**config.mk**
```make
export PLATFORM = sky130hd
export DESIGN_NAME = mis_ctrl
export DESIGN_NICKNAME = d
export VERILOG_FILES = /design/src/rtl/mis_pkg.sv /design/src/rtl/mis_ctrl.sv
export VERILOG_INCLUDE_DIRS = /design/src /design/src/rtl
export SDC_FILE = /design/constraint.sdc
export NUM_CORES = 1
export LEC_CHECK = 0
export ABC_CLOCK_PERIOD_IN_PS = 2400
export BUFFER_PORTS_ARGS = -buffer_cell sky130_fd_sc_hd__buf_2
export CORE_MARGIN = 5
export CORE_UTILIZATION = 45
export DETAILED_ROUTE_END_ITERATION = 10
export PLACE_DENSITY = 0.7
export SETUP_SLACK_MARGIN = 0.05
export SLEW_MARGIN = 5
export SYNTH_ARGS = -nofsm -noshare
export SYNTH_HDL_FRONTEND = slang
export SYNTH_SLANG_ARGS = --single-unit
```
**constraint.sdc**
```tcl
create_clock -name sys_clk -period 2.4 [get_ports sys_clk]
set_input_delay 0.24 -clock sys_clk [delete_from_list [all_inputs] [get_ports sys_clk]]
set_output_delay 0.24 -clock sys_clk [all_outputs]
set_load 0.05 [all_outputs]
```
**src/rtl/mis_defines.svh**
```systemverilog
// Register map, field positions, reset values and timing counts
`ifndef MIS_DEFINES_SVH
`define MIS_DEFINES_SVH
// Register indices; byte address is four times the index
`define MIS_IDX_CTRL     6'h35
`define MIS_IDX_IEN      6'h36
`define MIS_IDX_IFLG     6'h37
`define MIS_IDX_STAT     6'h38
`define MIS_IDX_SP       6'h39
// Reset values
`define MIS_CTRL_RST     8'h00
`define MIS_IEN_RST      2'h0
`define MIS_SP_RST       16'h025f
// Control register fields
`define MIS_B_MEM_EN     7
`define MIS_B_WAIT       6
`define MIS_B_SLEEP_EN   5
`define MIS_B_SLEEP_MODE 4
`define MIS_F_SENSE1     3:2
`define MIS_F_SENSE0     1:0
// Enable register fields
`define MIS_B_GIE        7
`define MIS_F_IEN        1:0
// Sense encodings
`define MIS_SENSE_LOW    2'h0
`define MIS_SENSE_FALL   2'h2
`define MIS_SENSE_RISE   2'h3
// Sequencing counts, loaded as cycles minus one, and the stack pointer step in bytes
`define MIS_ENTRY_LOAD   3'h3
`define MIS_RET_LOAD     3'h3
`define MIS_STK_LOAD     3'h5
`define MIS_JUMP_LOAD    3'h1
`define MIS_PC_BYTES     16'h0002
// Data space decode
`define MIS_REGIO_END    16'h0060
`define MIS_INT_END      16'h0260
`define MIS_EXT_EXTRA    2'h1
`define MIS_REG_REGIO    2'h0
`define MIS_REG_INT      2'h1
`define MIS_REG_EXT      2'h2
// Bus responses
`define MIS_RESP_OK      2'h0
`define MIS_RESP_ERR     2'h2
`endif

```
**src/rtl/mis_pkg.sv**
```systemverilog
// Types for the interrupt, sleep and memory control block
package mis_pkg;
   typedef enum logic [2:0] {
      MIS_RUN   = 3'h0,
      MIS_ENTRY = 3'h1,
      MIS_JUMP  = 3'h2,
      MIS_RET   = 3'h3,
      MIS_POST  = 3'h4,
      MIS_SLEEP = 3'h5
   } mis_fsm_t;

   typedef struct packed {
      mis_fsm_t    st;
      logic [2:0]  cnt;
      logic        xstk;
      logic [1:0]  sy1;
      logic [1:0]  sy2;
      logic [1:0]  sy3;
      logic [1:0]  flag;
      logic [1:0]  pend;
      logic [7:0]  ctrl;
      logic [1:0]  ien;
      logic        gie;
      logic [15:0] sp;
      logic        vec_id;
      logic        vec_pulse;
      logic        handler_pulse;
      logic        push;
      logic        pop;
      logic        hold;
      logic        sleeping;
      logic        osc_stop;
      logic        pin_ovr;
      logic        ext_rd_n;
      logic        ext_wr_n;
      logic        stall;
      logic [1:0]  mcnt;
      logic        mwe;
      logic [15:0] ext_addr;
      logic [1:0]  region;
      logic        awready;
      logic        wready;
      logic        aw_have;
      logic        w_have;
      logic [5:0]  aw_idx;
      logic [31:0] wdata;
      logic [3:0]  wstrb;
      logic        bvalid;
      logic [1:0]  bresp;
      logic        arready;
      logic        rvalid;
      logic [31:0] rdata;
      logic [1:0]  rresp;
   } mis_state_t;
endpackage : mis_pkg

```
**src/rtl/mis_ctrl.sv**
```systemverilog
// Interrupt sensing, entry/return sequencing, sleep and data memory control
`timescale 1ns/1ps
`include "mis_defines.svh"
module mis_ctrl
   import mis_pkg::*;
(
   // Clock and reset
   input  wire logic        sys_clk,
   input  wire logic        resetn,
   // AXI4-Lite slave
   input  wire logic [7:0]  s_axi_awaddr,
   input  wire logic        s_axi_awvalid,
   output logic             s_axi_awready,
   input  wire logic [31:0] s_axi_wdata,
   input  wire logic [3:0]  s_axi_wstrb,
   input  wire logic        s_axi_wvalid,
   output logic             s_axi_wready,
   output logic [1:0]       s_axi_bresp,
   output logic             s_axi_bvalid,
   input  wire logic        s_axi_bready,
   input  wire logic [7:0]  s_axi_araddr,
   input  wire logic        s_axi_arvalid,
   output logic             s_axi_arready,
   output logic [31:0]      s_axi_rdata,
   output logic [1:0]       s_axi_rresp,
   output logic             s_axi_rvalid,
   input  wire logic        s_axi_rready,
   // External interrupt pins
   input  wire logic        ext_irq_pin_zero,
   input  wire logic        ext_irq_pin_one,
   // CPU core
   input  wire logic        cpu_instr_end,
   input  wire logic        cpu_reti,
   input  wire logic        cpu_sleep,
   input  wire logic        cpu_mem_req,
   input  wire logic        cpu_mem_we,
   input  wire logic [15:0] cpu_mem_addr,
   output logic             cpu_hold,
   output logic             pc_push,
   output logic             pc_pop,
   output logic             vec_start,
   output logic             vec_id,
   output logic             handler_start,
   output logic [15:0]      stack_ptr,
   output logic [1:0]       irq_pending,
   // Sleep
   output logic             sleeping,
   output logic             osc_stop,
   // External data memory
   output logic             mem_pins_override,
   output logic             mem_stall,
   output logic             ext_rd_n,
   output logic             ext_wr_n,
   output logic [15:0]      ext_addr,
   output logic [1:0]       mem_region
);
   mis_state_t r;
   mis_state_t n;
   logic [1:0] lvl;
   logic [1:0] edg;
   logic [1:0] edge_mode;
   logic [1:0] pend_c;

   // Pins are read after synchronising, whatever drives them
   genvar gi;
   generate
      for (gi = 0; gi < 2; gi++)
      begin : g_sense
         logic [1:0] mode;
         assign mode = (gi == 0) ? r.ctrl[`MIS_F_SENSE0]
                                 : r.ctrl[`MIS_F_SENSE1];
         assign lvl[gi] = (mode == `MIS_SENSE_LOW) && !r.sy2[gi];
         assign edg[gi] = ((mode == `MIS_SENSE_FALL) && r.sy3[gi]
                           && !r.sy2[gi])
                       || ((mode == `MIS_SENSE_RISE) && !r.sy3[gi]
                           && r.sy2[gi]);
         assign edge_mode[gi] = mode[1];
      end
   endgenerate

   // Level request is never stored; edge flags only count in edge modes
   assign pend_c = r.ien & (lvl | (r.flag & edge_mode));

   always_comb
   begin
      logic        do_entry;
      logic        ext_hit;
      logic [1:0]  clr;
      logic [31:0] rd;
      logic        rd_ok;
      logic        wr_ok;
      logic        wake;
      n        = r;
      do_entry = 1'b0;
      ext_hit  = 1'b0;
      clr      = 2'h0;
      rd       = 32'h0000_0000;
      rd_ok    = 1'b1;
      wr_ok    = 1'b1;
      wake     = 1'b0;
      n.sy1 = {ext_irq_pin_one, ext_irq_pin_zero};
      n.sy2 = r.sy1;
      n.sy3 = r.sy2;
      n.vec_pulse     = 1'b0;
      n.handler_pulse = 1'b0;
      n.push          = 1'b0;
      n.pop           = 1'b0;

      // Write channel
      if (s_axi_awvalid && r.awready)
      begin
         n.aw_have = 1'b1;
         n.awready = 1'b0;
         n.aw_idx  = s_axi_awaddr[7:2];
      end
      if (s_axi_wvalid && r.wready)
      begin
         n.w_have = 1'b1;
         n.wready = 1'b0;
         n.wdata  = s_axi_wdata;
         n.wstrb  = s_axi_wstrb;
      end
      if (r.aw_have && r.w_have && !r.bvalid)
      begin
         n.aw_have = 1'b0;
         n.w_have  = 1'b0;
         n.bvalid  = 1'b1;
         unique case (r.aw_idx)
            `MIS_IDX_CTRL:
               if (r.wstrb[0])
                  n.ctrl = r.wdata[7:0];
            `MIS_IDX_IEN:
               if (r.wstrb[0])
               begin
                  n.ien = r.wdata[`MIS_F_IEN];
                  n.gie = r.wdata[`MIS_B_GIE];
               end
            `MIS_IDX_IFLG:
               if (r.wstrb[0])
                  clr = r.wdata[1:0];
            `MIS_IDX_SP:
            begin
               if (r.wstrb[0])
                  n.sp[7:0] = r.wdata[7:0];
               if (r.wstrb[1])
                  n.sp[15:8] = r.wdata[15:8];
            end
            `MIS_IDX_STAT: ;
            default:
               wr_ok = 1'b0;
         endcase
         n.bresp = wr_ok ? `MIS_RESP_OK : `MIS_RESP_ERR;
      end
      if (r.bvalid && s_axi_bready)
      begin
         n.bvalid  = 1'b0;
         n.awready = 1'b1;
         n.wready  = 1'b1;
      end

      // Read channel, answered one cycle after the address is taken
      unique case (s_axi_araddr[7:2])
         `MIS_IDX_CTRL: rd[7:0]  = r.ctrl;
         `MIS_IDX_IEN:  rd[7:0]  = {r.gie, 5'h00, r.ien};
         `MIS_IDX_IFLG: rd[7:0]  = {4'h0, lvl, r.flag};
         `MIS_IDX_STAT: rd[7:0]  = {r.st, r.sleeping, r.osc_stop,
                                    r.xstk, r.pend};
         `MIS_IDX_SP:   rd[15:0] = r.sp;
         default:       rd_ok    = 1'b0;
      endcase
      if (s_axi_arvalid && r.arready)
      begin
         n.arready = 1'b0;
         n.rvalid  = 1'b1;
         n.rdata   = rd;
         n.rresp   = rd_ok ? `MIS_RESP_OK : `MIS_RESP_ERR;
      end
      if (r.rvalid && s_axi_rready)
      begin
         n.rvalid  = 1'b0;
         n.arready = 1'b1;
      end

      // Sequencer; the core status register is left to software
      unique case (r.st)
         MIS_RUN:
            if (cpu_instr_end && r.gie && |pend_c)
               do_entry = 1'b1;
            else if (cpu_reti)
            begin
               n.st   = MIS_RET;
               n.pop  = 1'b1;
               n.xstk = r.ctrl[`MIS_B_MEM_EN] && (r.sp >= `MIS_INT_END);
               n.cnt  = n.xstk ? `MIS_STK_LOAD : `MIS_RET_LOAD;
            end
            else if (cpu_instr_end && cpu_sleep
                     && r.ctrl[`MIS_B_SLEEP_EN])
            begin
               n.st       = MIS_SLEEP;
               n.sleeping = 1'b1;
               n.osc_stop = r.ctrl[`MIS_B_SLEEP_MODE];
            end
         MIS_ENTRY:
            if (r.cnt == 3'h0)
            begin
               n.st        = MIS_JUMP;
               n.cnt       = `MIS_JUMP_LOAD;
               n.sp        = r.sp - `MIS_PC_BYTES;
               n.vec_pulse = 1'b1;
            end
            else
               n.cnt = r.cnt - 3'h1;
         MIS_JUMP:
            if (r.cnt == 3'h0)
            begin
               n.st            = MIS_RUN;
               n.handler_pulse = 1'b1;
            end
            else
               n.cnt = r.cnt - 3'h1;
         MIS_RET:
            if (r.cnt == 3'h0)
            begin
               n.st  = MIS_POST;
               n.sp  = r.sp + `MIS_PC_BYTES;
               n.gie = 1'b1;
            end
            else
               n.cnt = r.cnt - 3'h1;
         MIS_POST:
            if (cpu_instr_end)
               n.st = MIS_RUN;
         MIS_SLEEP:
         begin
            // Power-down has no clock for edge detection
            wake = r.osc_stop ? |(r.ien & lvl) : |pend_c;
            if (wake)
            begin
               n.sleeping = 1'b0;
               n.osc_stop = 1'b0;
               if (r.gie)
                  do_entry = 1'b1;
               else
                  n.st = MIS_RUN;
            end
         end
         default:
            n.st = MIS_RUN;
      endcase

      if (do_entry)
      begin
         n.st     = MIS_ENTRY;
         n.push   = 1'b1;
         n.gie    = 1'b0;
         n.vec_id = !pend_c[0];
         n.xstk   = r.ctrl[`MIS_B_MEM_EN] && (r.sp >= `MIS_INT_END);
         n.cnt    = n.xstk ? `MIS_STK_LOAD : `MIS_ENTRY_LOAD;
         clr[n.vec_id] = clr[n.vec_id] | edge_mode[n.vec_id];
      end
      // A new edge wins over any clear in the same cycle
      n.flag = (r.flag & ~clr) | (edg & edge_mode);
      n.pend = pend_c;
      n.hold = (n.st == MIS_ENTRY) || (n.st == MIS_JUMP)
            || (n.st == MIS_RET) || (n.st == MIS_SLEEP);

      // Data space accesses
      n.pin_ovr = r.ctrl[`MIS_B_MEM_EN];
      if (r.mcnt != 2'h0)
         n.mcnt = r.mcnt - 2'h1;
      else if (cpu_mem_req)
      begin
         n.ext_addr = cpu_mem_addr;
         n.mwe      = cpu_mem_we;
         if (cpu_mem_addr < `MIS_REGIO_END)
            n.region = `MIS_REG_REGIO;
         else if (cpu_mem_addr < `MIS_INT_END)
            n.region = `MIS_REG_INT;
         else
         begin
            n.region = `MIS_REG_EXT;
            ext_hit  = r.ctrl[`MIS_B_MEM_EN];
         end
         if (ext_hit)
            n.mcnt = `MIS_EXT_EXTRA
                   + {1'b0, r.ctrl[`MIS_B_WAIT]};
      end
      n.stall    = n.mcnt != 2'h0;
      n.ext_rd_n = !(n.stall && !n.mwe);
      n.ext_wr_n = !(n.stall && n.mwe);
   end

   always_ff @(posedge sys_clk or negedge resetn)
   begin
      if (!resetn)
      begin
         r          <= '0;
         r.st       <= MIS_RUN;
         r.ctrl     <= `MIS_CTRL_RST;
         r.ien      <= `MIS_IEN_RST;
         r.sp       <= `MIS_SP_RST;
         r.sy1      <= 2'h3;
         r.sy2      <= 2'h3;
         r.sy3      <= 2'h3;
         r.ext_rd_n <= 1'b1;
         r.ext_wr_n <= 1'b1;
         r.awready  <= 1'b1;
         r.wready   <= 1'b1;
         r.arready  <= 1'b1;
      end
      else
         r <= n;
   end

   assign s_axi_awready     = r.awready;
   assign s_axi_wready      = r.wready;
   assign s_axi_bvalid      = r.bvalid;
   assign s_axi_bresp       = r.bresp;
   assign s_axi_arready     = r.arready;
   assign s_axi_rvalid      = r.rvalid;
   assign s_axi_rdata       = r.rdata;
   assign s_axi_rresp       = r.rresp;
   assign cpu_hold          = r.hold;
   assign pc_push           = r.push;
   assign pc_pop            = r.pop;
   assign vec_start         = r.vec_pulse;
   assign vec_id            = r.vec_id;
   assign handler_start     = r.handler_pulse;
   assign stack_ptr         = r.sp;
   assign irq_pending       = r.pend;
   assign sleeping          = r.sleeping;
   assign osc_stop          = r.osc_stop;
   assign mem_pins_override = r.pin_ovr;
   assign mem_stall         = r.stall;
   assign ext_rd_n          = r.ext_rd_n;
   assign ext_wr_n          = r.ext_wr_n;
   assign ext_addr          = r.ext_addr;
   assign mem_region        = r.region;
endmodule : mis_ctrl

```
==> results.cfg <==
[floorplanning]
fp.dieW_um = 132
io_pins = 171
core_area_um2 = 14600
dieArea_um2 = 17500
die_height_um = 132
start_util_pct = 46.2
rows = 44

[grt]
grt_pass1_vias = 5037
grt_max_degree = 69
grt_pass1_wl_um = 26900
grt_usage_pct = 18.9
grt-ovfl-total = 0
antenna_found_initial = 0

[setup_path]
worstSetupEndpointType = flip-flop
cp.arrival_ps = 2480
cp-start-kind = flip-flop
critPathMaxFanout = 8
rr_startpoint = edge_mode[0]
crit_required_ps = 2670
cpMaxStageDelayCell = or4b_1
crit_type = flip-flop to flip-flop
startpoint = edge_mode[0]
crit_chain = or4b_1 > a41oi_4 > and2_4 > or2_1 > o22ai_1
critPathMaxStageDelay_ps = 690

[power_and_ir_drop]
power_density_nw_per_um2 = 1150
power.total_mw = 9.03
clockPowerShare_pct = 29.7
switching_power_mw = 3.53
ir_drop_mv = 0.501
switching_share_pct = 39.0
p_seq_share_pct = 36.4
p_int_mw = 5.51
combPwrFrac_pct = 33.9
p_leak_nw = 3.68

[detailed_routing]
wl_met1_um = 7030
wl_met3_um = 1260
drt_iter0_markers = 266
wl_met2_um = 7880
dr_total_vias = 5007
wire_per_inst_um = 18.0
first_pass_iters = 5
drt_wl_total_um = 16500
avgViaCountPerCell = 5.48
dr.max_layer_used = met4
ant_nets = 0
drc_errors = 0

[timing]
worst_pin_slew_ps = 850
slew_headroom_pct = 43.2
tns_ps = 0
rsz0062_at_grt = no
period_needed_ps = 2210
report.final.slew_viol_count = 0
fmax_ghz = 0.453
hold_viol_final = 0
min_period_over_period_pct = 92.0
hold_ws_ps = 45.7
worst_slack_ps = 192
setup_viol = 0
fin_worst_skew_ps = 6.27

[clock_tree]
cts_tree = done
htree_num_levels = 4
cts_buffers = 17
clock_latency_ps = 420
clk_path_buf_depth = 2
cts_root_buf = clkbuf_16
cts.sinks = 126
path_clk_slew_ps = 60

[yosys]
post-synth-top-area-cell = dfrtp_1
synth_area_per_cell_um2 = 10.8
synthTopCellsByArea = dfrtp_1 40%, mux2_2 9.5%, buf_4 8.1%, dfstp_2 7.0%, mux2i_1 3.7%
yosysTopAreaCellShare_pct = 40.1
ys_warn_count = 0
ys.flop_type = dfrtp_1
synth_edf_count = 0
syn_area_um2 = 6740
synthCells = 624
ys_types = 77
synth_seq_area_share_pct = 47.1
ys_seq_elements = 126
async_reset_ff_share_pct = 100

[placed_design]
dp_hpwl_um = 12500
port_buffers = 130
pre_cts_ws_ps = 256
gp_congestion = 0.877

[cells_and_area]
drive_gt1_share_pct = 38.5
fin_util_pct = 54.0
diodes = 0
area_growth_pct = 17.0
final.fill_count = 1255
nNetsFinal = 802

[status]
status = complete, no violations

[min_path]
hold_start = s_axi_awaddr[2]
hp-class = primary input to flip-flop

[flow_run]
maxCapViolCount = 0
## flip-flops by register name, indices dropped and copies added (netlist names), 2 cells and up
signal and count:
s_axi_rdata 16, mem_region 2, ext_addr 16, n 5
r 46, stack_ptr 16, g_sense.mode 2, edge_mode 2
irq_pending 2
## synth_stat cells, drive strengths merged, types with 7 or more instances
| master | number |
|---|---|
| nor4 | 8 |
| a22o | 16 |
| or3 | 7 |
| mux2 | 57 |
| dfstp | 18 |
| nand3 | 7 |
| clkbuf | 20 |
| nor2b | 7 |
| xnor2 | 7 |
| inv | 24 |
| buf | 81 |
| nand4 | 12 |
| dfrtp | 108 |
| nand2 | 45 |
| nor3 | 14 |
| o22ai | 7 |
| mux2i | 25 |
| o21ai | 29 |
| a21oi | 16 |
| nor2 | 25 |
## final cells by class
type | count | area [um2] | share of cell area (%)
inverter | 24 | 90.1 | 1.14
sequential | 126 | 3180 | 40.3
clock buffer | 20 | 467 | 5.92
tap | 184 | 230 | 2.92
clock inverter | 12 | 160 | 2.03
timing repair buffer | 157 | 886 | 11.2
multi-input combinational | 390 | 2870 | 36.5
## cell usage in the layout (no fill, tap or decap), types with 4 or more instances in the layout
cell type / n
a22o_1: 16
xnor2_1: 7
clkbuf_16: 17
conb_1: 18
nor4_1: 8
nor2_1: 24
o21ai_0: 29
dlygate4sd3_1: 7
clkinvlp_4: 4
and3_1: 4
nand4_1: 10
o22ai_1: 7
a211o_1: 4
nor2b_1: 7
buf_4: 20
dfstp_2: 18
dfrtp_1: 108
nand2b_1: 5
buf_2: 129
o311ai_0: 4
a31oi_1: 5
inv_1: 23
nand3_1: 7
nor3_1: 12
a21oi_1: 16
mux2_2: 57
xor2_1: 4
ha_1: 4
nand2_1: 45
mux2i_1: 25
or3_1: 6
## power by group through the flow
stage                     clock [mW]  combinational (mW)  sequential, mW
after floorplan                    0                2.55            3.12
after global placement             0                2.96            3.29
after detailed placement           0                3.05            3.32
after CTS                       2.72                3.07            3.29
after global routing            2.82                3.32            3.38
final                           2.68                3.06            3.29
## path summary, 6_finish.rpt
kind                                 end  slack, ps  cells past startpoint
setup reg to reg                  r[157]        190                      5
hold reg to reg                   n[150]        360                      0
min in group asynchronous          r[80]        340                      2
setup / recovery                  r[157]        190                      5
max in group asynchronous  s_axi_arready       1300                      3
hold / removal                     r[75]         50                      2
## repair_timing
action | CTS | global route
hold buffers | 7 | 0
buffers inserted | 0 | 0
resized for setup | 0 | 0
hold endpoints to repair | 29 | 0
## logic make-up (layout without fill, tap and decap cells)
family,count (synthesis),count (layout),synth area share [%]
AO/OA/AOI/OAI,113,113,12.5
adder cells (fa/ha/maj),4,4,0.743
buffers and inverters,125,213,11.3
AND/OR/NAND/NOR,162,162,13.7
XOR/XNOR,11,11,1.43
flip-flops,126,126,47.1
multiplexers,82,82,13.2
other,1,18,0.0556
## per-layer routing
layer | vias up | global-route usage, %
met5 | - | 0
met4 | 0 | 6.79
met3 | 22 | 5.57
met2 | 179 | 29.4
met1 | 2468 | 25.2
li1 | 2338 | -
## critical path: cells and delay by family, from the launching register on
kind,cells,cell delay [ps]
flops,1,440
compound gates,2,410
simple gates,3,1210
## per-stage QoR
step / std cells / cell area [um2]
2_1_floorplan: 641 / 6800
3_3_place_gp: 874 / 7190
3_5_place_dp: 874 / 7190
4_1_cts: 913 / 7880
5_1_grt: 913 / 7880
6_report: 913 / 7880
Note: power is estimated with default switching activity, not from simulation.
